<file path="src/cpsec_cfg.svh">
// offsets, field positions, reset values and write masks for the
// processor status and exception control block.
// assumes a word-addressed register map on an 8-bit byte address.
`ifndef CPSEC_CFG_SVH
`define CPSEC_CFG_SVH

////////////////////////////////////////////////////////////////////////
// register byte offsets
`define CPSEC_OFS_PSW 8'h00
`define CPSEC_OFS_ISP 8'h04
`define CPSEC_OFS_USP 8'h08
`define CPSEC_OFS_ITB 8'h0C
`define CPSEC_OFS_ETB 8'h10
`define CPSEC_OFS_BPC 8'h14
`define CPSEC_OFS_BSW 8'h18
`define CPSEC_OFS_FIV 8'h1C
`define CPSEC_OFS_FSW 8'h20
`define CPSEC_OFS_EVS 8'h24
`define CPSEC_OFS_EVM 8'h28

////////////////////////////////////////////////////////////////////////
// status word fields
`define CPSEC_PSW_C 0
`define CPSEC_PSW_Z 1
`define CPSEC_PSW_S 2
`define CPSEC_PSW_O 3
`define CPSEC_PSW_I 16
`define CPSEC_PSW_U 17
`define CPSEC_PSW_PM 20
`define CPSEC_PSW_IPL 27:24
`define CPSEC_PSW_WMASK 32'h0F13000F

// float status fields
`define CPSEC_FSW_OVF 0
`define CPSEC_FSW_UNS 1
`define CPSEC_FSW_OVE 8
`define CPSEC_FSW_WMASK 32'h00000103

// event status bits
`define CPSEC_EV_EXC 0
`define CPSEC_EV_IRQ 1
`define CPSEC_EV_FOV 2
`define CPSEC_EV_DBL 3
`define CPSEC_EV_MASK 32'h0000000F

////////////////////////////////////////////////////////////////////////
// reset values
`define CPSEC_RST_WORD 32'h00000000

`endif

</file>
<file path="src/cpsec_pkg.sv">
// types shared by the status and exception control block.
// assumes nothing of its surroundings.
package cpsec_pkg;
    // kind of accepted event, gray order none-exc-irq-fast
    typedef enum logic [1:0] {
        CPSEC_TK_NONE = 2'h0,
        CPSEC_TK_EXC = 2'h1,
        CPSEC_TK_IRQ = 2'h3,
        CPSEC_TK_FAST = 2'h2
    } cpsec_take_t;
endpackage : cpsec_pkg

</file>
<file path="src/cpsec_gpr.sv">
// general register file, entries 1 to 15 stored here.
// assumes entry 0 is the stack pointer held by the caller, given on sp.
`timescale 1ns/10ps
`include "cpsec_cfg.svh"
module cpsec_gpr (
    // clock and reset
    input wire logic clk,
    input wire logic nrst,
    // write port
    input wire logic we,
    input wire logic [3:0] waddr,
    input wire logic [31:0] wdata,
    // read port
    input wire logic [3:0] raddr,
    input wire logic [31:0] sp,
    output logic [31:0] rdata
);
    logic [31:0] regs [1:15];
    logic [31:0] next_rdata;

    ////////////////////////////////////////////////////////////////////
    // one storage entry per register; writes to 0 go to the caller
    for (genvar g = 1; g < 16; g++) begin : g_ent
        always_ff @(posedge clk) begin
            if (!nrst) begin
                regs[g] <= `CPSEC_RST_WORD;
            end else if (we && waddr == 4'(g)) begin
                regs[g] <= wdata;
            end
        end
    end

    // registered read; a same-cycle write is not forwarded
    always_comb begin
        next_rdata = sp;
        if (raddr != 4'h0) begin
            next_rdata = regs[raddr];
        end
    end

    always_ff @(posedge clk) begin
        if (!nrst) begin
            rdata <= `CPSEC_RST_WORD;
        end else begin
            rdata <= next_rdata;
        end
    end
endmodule : cpsec_gpr

</file>
<file path="src/cpsec_top.sv">
// status word, stack select, exception acceptance and vector control.
// assumes pipeline and interrupt controller share CLK; wishbone slave.
`timescale 1ns/10ps
`include "cpsec_cfg.svh"
module cpsec_top import cpsec_pkg::*; (
    // clock and reset
    input wire logic CLK,
    input wire logic NRST,
    // wishbone slave
    input wire logic CYC_I,
    input wire logic STB_I,
    input wire logic WE_I,
    input wire logic [7:0] ADR_I,
    input wire logic [3:0] SEL_I,
    input wire logic [31:0] DAT_I,
    output logic [31:0] DAT_O,
    output logic ACK_O,
    output logic IRQ,
    // general registers
    input wire logic GPR_WE,
    input wire logic [3:0] GPR_WADDR,
    input wire logic [31:0] GPR_WDATA,
    input wire logic [3:0] GPR_RADDR,
    output logic [31:0] GPR_RDATA,
    // pipeline events
    input wire logic FLAG_WE,
    input wire logic FLAG_C,
    input wire logic FLAG_Z,
    input wire logic FLAG_S,
    input wire logic FLAG_O,
    input wire logic WAIT_ACK,
    input wire logic TO_USER,
    input wire logic RTE,
    input wire logic [31:0] RTE_PSW,
    input wire logic RTFI,
    input wire logic EXC_REQ,
    input wire logic [7:0] EXC_NUM,
    input wire logic [31:0] PC_IN,
    // interrupt controller
    input wire logic IRQ_REQ,
    input wire logic [3:0] IRQ_LEVEL,
    input wire logic [7:0] IRQ_VEC,
    input wire logic IRQ_FAST,
    // acceptance results
    output logic TAKE,
    output cpsec_take_t TAKE_KIND,
    output logic [31:0] TARGET,
    output logic [31:0] SAVED_PSW,
    output logic [31:0] RESUME_PC,
    output logic [31:0] STATUS,
    // float unit
    input wire logic FP_OVF,
    input wire logic FP_DBL,
    output logic FP_EXC,
    output logic FP_REJECT
);
    logic [31:0] processor_status_word, irq_stack_pointer, user_stack_ptr, itb, etb, backup_program_counter, bsw, fiv, fsw, evs, evm;
    logic [31:0] next_psw, next_isp, next_usp, next_itb, next_etb;
    logic [31:0] next_bpc, next_bsw, next_fiv, next_fsw, next_evs;
    logic [31:0] next_evm, next_dat, next_target, next_saved;
    logic [31:0] next_resume, wmask, sp_cur;
    logic next_ack, next_irq, next_take, next_fexc, next_frej;
    cpsec_take_t next_kind;
    logic req, wr, rd, take_exc, take_irq, psw_wr;

    ////////////////////////////////////////////////////////////////////
    // bus decode; ack blocks a second take of the same request
    assign req = CYC_I & STB_I & ~ACK_O;
    assign wr = req & WE_I;
    assign rd = req & ~WE_I;
    assign psw_wr = wr && (ADR_I == `CPSEC_OFS_PSW);

    // byte lane enables widened to a bit mask
    for (genvar b = 0; b < 4; b++) begin : g_lane
        assign wmask[8*b+:8] = {8{SEL_I[b]}};
    end

    // active stack pointer seen as register zero
    assign sp_cur = processor_status_word[`CPSEC_PSW_U] ? user_stack_ptr : irq_stack_pointer;

    // exception beats interrupt; irq needs enable and level over mask
    assign take_exc = EXC_REQ;
    assign take_irq = ~EXC_REQ & IRQ_REQ & processor_status_word[`CPSEC_PSW_I]
        & (IRQ_LEVEL > processor_status_word[`CPSEC_PSW_IPL]);

    function automatic logic [31:0] merge(input logic [31:0] old,
            input logic [31:0] m, input logic [31:0] d);
        merge = (old & ~m) | (d & m);
    endfunction : merge

    ////////////////////////////////////////////////////////////////////
    // next-state computation, later steps override earlier ones
    always_comb begin
        next_psw = processor_status_word;
        next_isp = irq_stack_pointer;
        next_usp = user_stack_ptr;
        next_itb = itb;
        next_etb = etb;
        next_bpc = backup_program_counter;
        next_bsw = bsw;
        next_fiv = fiv;
        next_fsw = fsw;
        next_evs = evs;
        next_evm = evm;
        next_dat = DAT_O;
        next_ack = req;
        next_take = 1'b0;
        next_kind = CPSEC_TK_NONE;
        next_target = TARGET;
        next_saved = SAVED_PSW;
        next_resume = RESUME_PC;
        // register reads, unmapped reads as zero
        if (rd) begin
            case (ADR_I)
                `CPSEC_OFS_PSW: next_dat = processor_status_word;
                `CPSEC_OFS_ISP: next_dat = irq_stack_pointer;
                `CPSEC_OFS_USP: next_dat = user_stack_ptr;
                `CPSEC_OFS_ITB: next_dat = itb;
                `CPSEC_OFS_ETB: next_dat = etb;
                `CPSEC_OFS_BPC: next_dat = backup_program_counter;
                `CPSEC_OFS_BSW: next_dat = bsw;
                `CPSEC_OFS_FIV: next_dat = fiv;
                `CPSEC_OFS_FSW: next_dat = fsw;
                `CPSEC_OFS_EVS: next_dat = evs;
                `CPSEC_OFS_EVM: next_dat = evm;
                default: next_dat = `CPSEC_RST_WORD;
            endcase
        end
        // reading the event register clears it; new events set below
        if (rd && ADR_I == `CPSEC_OFS_EVS) begin
            next_evs = `CPSEC_RST_WORD;
        end
        // register writes with byte lanes
        if (wr) begin
            case (ADR_I)
                `CPSEC_OFS_PSW:
                    next_psw = merge(processor_status_word, wmask & `CPSEC_PSW_WMASK, DAT_I);
                `CPSEC_OFS_ISP: next_isp = merge(irq_stack_pointer, wmask, DAT_I);
                `CPSEC_OFS_USP: next_usp = merge(user_stack_ptr, wmask, DAT_I);
                `CPSEC_OFS_ITB: next_itb = merge(itb, wmask, DAT_I);
                `CPSEC_OFS_ETB: next_etb = merge(etb, wmask, DAT_I);
                `CPSEC_OFS_BPC: next_bpc = merge(backup_program_counter, wmask, DAT_I);
                `CPSEC_OFS_BSW:
                    next_bsw = merge(bsw, wmask & `CPSEC_PSW_WMASK, DAT_I);
                `CPSEC_OFS_FIV: next_fiv = merge(fiv, wmask, DAT_I);
                `CPSEC_OFS_FSW:
                    next_fsw = merge(fsw, wmask & `CPSEC_FSW_WMASK, DAT_I);
                `CPSEC_OFS_EVM:
                    next_evm = merge(evm, wmask & `CPSEC_EV_MASK, DAT_I);
                default: next_evm = next_evm;
            endcase
        end
        // pipeline write of register zero lands in the active pointer
        if (GPR_WE && GPR_WADDR == 4'h0) begin
            if (processor_status_word[`CPSEC_PSW_U]) begin
                next_usp = GPR_WDATA;
            end else begin
                next_isp = GPR_WDATA;
            end
        end
        // arithmetic flags, one bit each
        if (FLAG_WE) begin
            next_psw[`CPSEC_PSW_C] = FLAG_C;
            next_psw[`CPSEC_PSW_Z] = FLAG_Z;
            next_psw[`CPSEC_PSW_S] = FLAG_S;
            next_psw[`CPSEC_PSW_O] = FLAG_O;
        end
        if (WAIT_ACK) begin
            next_psw[`CPSEC_PSW_I] = 1'b1;
        end
        if (TO_USER) begin
            next_psw[`CPSEC_PSW_PM] = 1'b1;
            next_psw[`CPSEC_PSW_U] = 1'b1;
        end
        // returns restore a saved word
        if (RTE) begin
            next_psw = RTE_PSW & `CPSEC_PSW_WMASK;
        end
        if (RTFI) begin
            next_psw = bsw;
            next_resume = backup_program_counter;
        end
        // acceptance: save first, then clear enable, select and mode
        if (take_exc || take_irq) begin
            next_take = 1'b1;
            next_saved = next_psw;
            next_psw[`CPSEC_PSW_I] = 1'b0;
            next_psw[`CPSEC_PSW_U] = 1'b0;
            next_psw[`CPSEC_PSW_PM] = 1'b0;
            if (take_exc) begin
                next_kind = CPSEC_TK_EXC;
                next_target = etb + {22'h0, EXC_NUM, 2'h0};
            end else if (IRQ_FAST) begin
                next_kind = CPSEC_TK_FAST;
                next_bpc = PC_IN;
                next_bsw = next_saved;
                next_target = fiv;
            end else begin
                next_kind = CPSEC_TK_IRQ;
                next_target = itb + {22'h0, IRQ_VEC, 2'h0};
            end
        end
        // float events; hardware set wins over a software clear
        if (FP_OVF) begin
            next_fsw[`CPSEC_FSW_OVF] = 1'b1;
        end
        next_fexc = FP_OVF & fsw[`CPSEC_FSW_OVE];
        if (FP_DBL) begin
            next_fsw[`CPSEC_FSW_UNS] = 1'b1;
        end
        next_frej = FP_DBL;
        // sticky events set after the read clear so none is lost
        next_evs[`CPSEC_EV_EXC] = next_evs[`CPSEC_EV_EXC] | take_exc;
        next_evs[`CPSEC_EV_IRQ] = next_evs[`CPSEC_EV_IRQ] | take_irq;
        next_evs[`CPSEC_EV_FOV] = next_evs[`CPSEC_EV_FOV] | FP_OVF;
        next_evs[`CPSEC_EV_DBL] = next_evs[`CPSEC_EV_DBL] | FP_DBL;
        next_irq = |(next_evs & next_evm);
    end

    ////////////////////////////////////////////////////////////////////
    // state registers; enable bit and all control clear at reset
    always_ff @(posedge CLK) begin
        if (!NRST) begin
            processor_status_word <= `CPSEC_RST_WORD;
            irq_stack_pointer <= `CPSEC_RST_WORD;
            user_stack_ptr <= `CPSEC_RST_WORD;
            itb <= `CPSEC_RST_WORD;
            etb <= `CPSEC_RST_WORD;
            backup_program_counter <= `CPSEC_RST_WORD;
            bsw <= `CPSEC_RST_WORD;
            fiv <= `CPSEC_RST_WORD;
            fsw <= `CPSEC_RST_WORD;
            evs <= `CPSEC_RST_WORD;
            evm <= `CPSEC_RST_WORD;
            DAT_O <= `CPSEC_RST_WORD;
            ACK_O <= 1'b0;
            IRQ <= 1'b0;
            TAKE <= 1'b0;
            TAKE_KIND <= CPSEC_TK_NONE;
            TARGET <= `CPSEC_RST_WORD;
            SAVED_PSW <= `CPSEC_RST_WORD;
            RESUME_PC <= `CPSEC_RST_WORD;
            STATUS <= `CPSEC_RST_WORD;
            FP_EXC <= 1'b0;
            FP_REJECT <= 1'b0;
        end else begin
            processor_status_word <= next_psw;
            irq_stack_pointer <= next_isp;
            user_stack_ptr <= next_usp;
            itb <= next_itb;
            etb <= next_etb;
            backup_program_counter <= next_bpc;
            bsw <= next_bsw;
            fiv <= next_fiv;
            fsw <= next_fsw;
            evs <= next_evs;
            evm <= next_evm;
            DAT_O <= next_dat;
            ACK_O <= next_ack;
            IRQ <= next_irq;
            TAKE <= next_take;
            TAKE_KIND <= next_kind;
            TARGET <= next_target;
            SAVED_PSW <= next_saved;
            RESUME_PC <= next_resume;
            STATUS <= next_psw;
            FP_EXC <= next_fexc;
            FP_REJECT <= next_frej;
        end
    end

    // register file; entry zero maps to the active stack pointer
    cpsec_gpr u_gpr (
        .clk(CLK),
        .nrst(NRST),
        .we(GPR_WE),
        .waddr(GPR_WADDR),
        .wdata(GPR_WDATA),
        .raddr(GPR_RADDR),
        .sp(sp_cur),
        .rdata(GPR_RDATA)
    );
endmodule : cpsec_top

</file>
<file path="config.mk">
export PLATFORM = sky130hd
export DESIGN_NAME = cpsec_top
export DESIGN_NICKNAME = d
export VERILOG_FILES = /design/src/cpsec_pkg.sv /design/src/cpsec_gpr.sv /design/src/cpsec_top.sv
export VERILOG_INCLUDE_DIRS = /design/src
export SDC_FILE = /design/constraint.sdc
export NUM_CORES = 2
export LEC_CHECK = 0
export ABC_AREA = 1
export BUFFER_PORTS_ARGS = -buffer_cell sky130_fd_sc_hd__buf_2
export CORE_ASPECT_RATIO = 1.4
export CORE_MARGIN = 2
export CORE_UTILIZATION = 50
export CTS_CLUSTER_SIZE = 30
export DETAILED_ROUTE_END_ITERATION = 8
export PLACE_DENSITY = 0.73
export SETUP_SLACK_MARGIN = 0.02
export SLEW_MARGIN = 20
export SYNTH_ARGS = -nofsm -noshare
export SYNTH_HDL_FRONTEND = slang
export SYNTH_SLANG_ARGS = --single-unit
</file>
<file path="constraint.sdc">
create_clock -name CLK -period 3.7 [get_ports CLK]
set_clock_uncertainty 0.1 [all_clocks]
set_input_delay 0.185 -clock CLK [delete_from_list [all_inputs] [get_ports CLK]]
set_output_delay 0.185 -clock CLK [all_outputs]
set_load 0.05 [all_outputs]
</file>
; Word level (Yosys, flattened, before mapping)
; Memories as Yosys holds them, arrays and structs flattened.
; Index checks and enable logic that the tools add are counted.
[op_classes]
add_sub_neg = 2
magnitude_cmp = 1
eq_ne = 25
n_mux = 102
bitwise_logic = 61
reduce_logical = 35
[op_table]
columns = cell, n
row1 = two-way mux 32 bit, 44
row2 = bitwise AND 32 bit, 12
row3 = case mux 32 bit (11 select lines), 1
row4 = bitwise OR 32 bit, 10
row5 = adder 32 x 10 -> 32 bit, 2
row6 = two-way mux 1 bit, 54
row7 = bitwise AND 32 x 28 -> 32 bit, 1
row8 = bitwise AND 32 x 4 -> 32 bit, 1
row9 = bitwise AND 32 x 9 -> 32 bit, 1
row10 = == test 4 bit (second input constant), 8
row11 = == test 8 x 5 -> 1 bit (second input constant), 4
row12 = NOT 28 -> 32 bit, 1
row13 = NOT 32 bit, 1
row14 = NOT 4 -> 32 bit, 1
row15 = NOT 9 -> 32 bit, 1
row16 = OR reduction 32 bit, 1
row17 = == test 8 x 6 -> 1 bit (second input constant), 3
row18 = bitwise OR 1 bit, 19
row19 = logical AND 1 bit, 17
row20 = == test 4 x 3 -> 1 bit (second input constant), 4
row21 = == test 8 x 4 -> 1 bit (second input constant), 2
row22 = AND reduction 2 bit, 7
row23 = bitwise AND 1 bit, 8
row24 = == test 4 x 2 -> 1 bit (second input constant), 2
row25 = 13 further kinds, 21
[totals]
ff_bits = 519
ramBits = 480
inputBits = 188
n_memories = 1
[memory_table]
columns = memory, words, word_bits, rd, rd_clocked_by_memory_dff, wr, line_no
row1 = u_gpr.regs, 15, 32, 1, 0, 15, cpsec_gpr.sv:18  ; logic [31:0] regs [1:15];

; Depth between registers and ports, before layout
[depth]
ltp_word = 11
depth_mapped = 15
ltp_nobuf = 15

; Hierarchy
; From an unflattened synthesis, not the netlist that was laid out.
[hier_totals]
hier_cells = 6074
hier_area_um2 = 45175.8
[by_module_without_submodules]
columns = mod, n_inst, cells_each, area_per_inst_um2
row1 = cpsec_gpr, 1, 2834, 24333.3
row2 = cpsec_top, 1, 3240, 20842.5

; Worst setup path after synthesis
; OpenSTA, ideal clock, no wires.
[synth_timing]
kind = input to register
start = input GPR_WADDR[0]
end = memory u_gpr.regs[11][0], enable pin
setup_time_ps = 466
t_arrival_ps = 3007
t_required_ps = 3134
path_slack_ps = 128
stages = 4
path_buffers = 0
cell_sequence = inv_1 > nor3_1 > inv_1 > o21ai_0
[synth_lines]
columns = item, line_no
row1 = "start, declared", cpsec_top.sv:21  ; input wire logic [3:0] GPR_WADDR,
row2 = "end, declared", cpsec_gpr.sv:18

; Final worst setup path
[layout_timing]
start = input ADR_I[0]
end = register processor_status_word[1]
[layout_via]
elab_chain_cells = 6
[layout_lines]
columns = item, line_no
row1 = "start, declared", cpsec_top.sv:13  ; input wire logic [7:0] ADR_I,
row2 = zero test 8 bit, cpsec_top.sv:135  ; case (ADR_I)
row3 = two-way mux 32 bit, cpsec_top.sv:135
row4 = two-way mux 32 bit, cpsec_top.sv:134  ; if (wr) begin
row5 = two-way mux 4 bit, cpsec_top.sv:162  ; if (FLAG_WE) begin
row6 = two-way mux 32 bit, cpsec_top.sv:176  ; if (RTE) begin
row7 = two-way mux 32 bit, cpsec_top.sv:179  ; if (RTFI) begin
row8 = "end signal, assigned", cpsec_top.sv:224  ; processor_status_word <= `CPSEC_RST_WORD;
row9 = "end signal, assigned", cpsec_top.sv:247  ; processor_status_word <= next_psw;
row10 = "end, declared", cpsec_top.sv:57  ; logic [31:0] processor_status_word, irq_stack_pointer, user_stack_ptr, itb, etb, backup_program_counter, bsw, ...
; No other way between the ends.
; A chain may end at the register's enable or synchronous reset.

==> metrics.md <==
| Metric | Value |
|---|---|
| Status | `finished, final reports clean` |
| Minimum clock period | `3530 ps` |
| First-pass GRT wire length | `253,000 um` |
| Fin crit share | `0.955` |
| Finished Core Util | `0.584` |
| Die area | `0.0881 sq mm` |
| Syn. warnings | `0` |
| Placer Congestion | `1.05` |
| Share of layout cells above drive strength 1 | `0.124` |
| Area Overhead vs Synth | `16.3%` |
| Crit end category | `flop` |
| H-tree depth | `3` |
| Synthesized area per cell | `8.11 sq um` |
| Yosys cell types | `46` |
| Finished Cell Area | `0.0499 sq mm` |
| Die Y | `350 um` |
| Row cnt | `127` |
| Filler cells | `7,582` |
| CP Class | `input pin to flop` |
| Area post-placement | `0.0457 sq mm` |
| Effective utilization at floorplan | `0.502` |
| Detail Route Antenna Nets | `0` |
| Final Net Count | `5,840` |
| Synth Register Bits | `914` |
| Residual DRC count | `0` |
| Switching power | `5910 uW` |
| Vias | `41,200` |
| Setup TNS | `0 ps` |
| DR iter-0 viols | `4,962` |
| Drt first pass iters | `8` |
| Register Area | `0.0231 sq mm` |
| Highest Clock Rate | `0.283 GHz` |
| Clock power share | `0.411` |
| Endpoints failing setup | `0` |
| Worst path arrival time | `4070 ps` |
| Final Hold Vio Count | `0` |
| Most used DFF post-synth | `edfxtp_1` |
| Core Box Area | `0.0853 sq mm` |
| Clock Latency Late Sink | `700 ps` |
| Ports | `387` |
| Relative slew slack | `0.207` |
| Worst-path clk slew | `70 ps` |
| Post-DP HPWL | `124,000 um` |
| RSZ-0062 raised after global routing | `no` |
| Setup Slack @ Placement | `789 ps` |
| Chip Width | `251 um` |
| Hold path startpoint | `WE_I` |
| Antenna violations before repair | `7` |
| Vias in the first global route | `38,600` |
| Final Total Pwr | `22,800 uW` |
| Setup bufs post-CTS | `0` |
| Number of flops mapped to enable cells by yosys | `480` |
| Most common cell after layout, fill and taps aside | `nor2_1` |
| Power Internal | `16,900 uW` |
| Sequential share of the synthesized area | `0.539` |
| Sequential fraction of design power | `0.492` |
| Post-Synthesis Cells | `5,287` |
| CTS tree | `done` |
| Total congestion overflow | `0` |
| Routed WL | `177,000 um` |
| Multi-input logic area | `0.0165 sq mm` |
| CTS sink count | `914` |
| Actual slew at the worst max-slew pin | `1190 ps` |
| Synth async-reset ratio | `0` |
| Reg2Reg Launch Point | `processor_status_word[25]` |
| Port bufs | `365` |
| Pwr Density | `457 mW/mm^2` |
| Syn nets | `5,497` |
| Post-Synthesis Cell Area | `0.0429 sq mm` |
| CTS Hold Bufs | `123` |
| Worst setup path start | `ADR_I[0]` |
| Leak | `0.0203 uW` |
| VDD IR max | `0.337 mV` |
| Most frequent cells in the layout | `nor2_1, nand2_1, o21ai_0, edfxtp_1, inv_1` |
| Hold crit path type | `input pin to flop` |
| Worst EP required | `4240 ps` |
| Comb power frac | `0.097` |
| Largest net degree at the start of global routing | `115` |
| Post-cts gate resize count | `0` |
| Max Cap Viol | `0` |
| GRT Resource Usage Total | `0.393` |
| Startpoint types | `input pin` |
| CTS max path bufs | `3` |
| Sw Share | `0.260` |
| Crit path max fanout | `11` |
| Drt wl/cell | `26.1 um` |
| Final slew viol count | `0` |
| Fin worst setup slack | `167 ps` |
| Num CTS Buffers | `89` |
| Vias per std cell | `6.05` |
| Root buffer cell | `clkbuf_16` |
power groups by stage:
stage                     Combinational (uW)  Clock [uW]  Sequential [uW]
after floorplan                          940           0            11700
after global placement                  2020           0            11400
after detailed placement                2040           0            11400
after CTS                               2140        9340            11200
after global routing                    2300        9730            11200
final                                   2200        9360            11200
worst paths after layout:
| path | to | slack, ps | depth (start not counted) |
|---|---|---|---|
| worst min-delay path | flop | 40 | 5 |
| worst max-delay path | processor_status_word[1] | 170 | 12 |
| worst min register to register | TARGET[23] | 350 | 2 |
| worst max register to register | backup_program_counter[16] | 180 | 13 |
layout make-up:
class	instances	share of cell area
Timing Repair Buffer	598	0.0816
Multi-Input combinational cell	3520	0.330
Antenna cell	1	0.0000502
Sequential cell	914	0.463
Clock inverter	27	0.00645
Tap cell	1096	0.0275
Clock buffer	137	0.0523
Inverter	507	0.0384
logic make-up after synthesis:
group / count (synthesis) / synth area share
buffers and inverters: 853 / 0.0795
DFF: 914 / 0.539
AOI/OAI and AO/OA: 1343 / 0.170
and+or+nand+nor: 2148 / 0.203
adders and majority gates: 22 / 0.00677
xor gates and xnor gates: 7 / 0.00143
cells in the mapped netlist, drive strengths merged, types with 22 or more instances:
cell	number	area, sq um
nor2	1084	4250
nand2	814	3080
o21ai	719	3600
inv	483	1820
edfxtp	480	14400
dfxtp	434	8690
a21oi	319	1600
clkbuf	232	872
nand3	187	1000
o22ai	163	1020
buf	114	632
a22oi	37	278
o221ai	31	272
nor3	30	165
o211ai	29	218
clkinv	24	90.1
nand4	22	138
routing by layer:
metal | global-route usage | vias to the layer above | part of all wire
li1 | - | 18300 | -
met1 | 0.451 | 19400 | 0.34
met2 | 0.640 | 2754 | 0.46
met3 | 0.0720 | 661 | 0.10
met4 | 0.326 | 4 | 0.096
met5 | 0 | - | 0.00014
through the flow:
stage,hold WS [ps],cells
6_report,35.6,6800
5_1_grt,20.7,6800
4_1_cts,0.619,6799
3_5_place_dp,334,6512
3_3_place_gp,336,6512
2_1_floorplan,183,5287
critical path, cell delays in order:
cell           delay [ps]
dlygate4sd3_1         540
buf_2                 140
nor2_4                170
dlygate4sd3_1         640
nand3_4               120
nor2_4                400
nand2_1               290
o21ai_1               200
o21ai_1                60
dlygate4sd3_1         600
a21oi_1               150
dlygate4sd3_1         570
(Power assumes the default switching activity.)
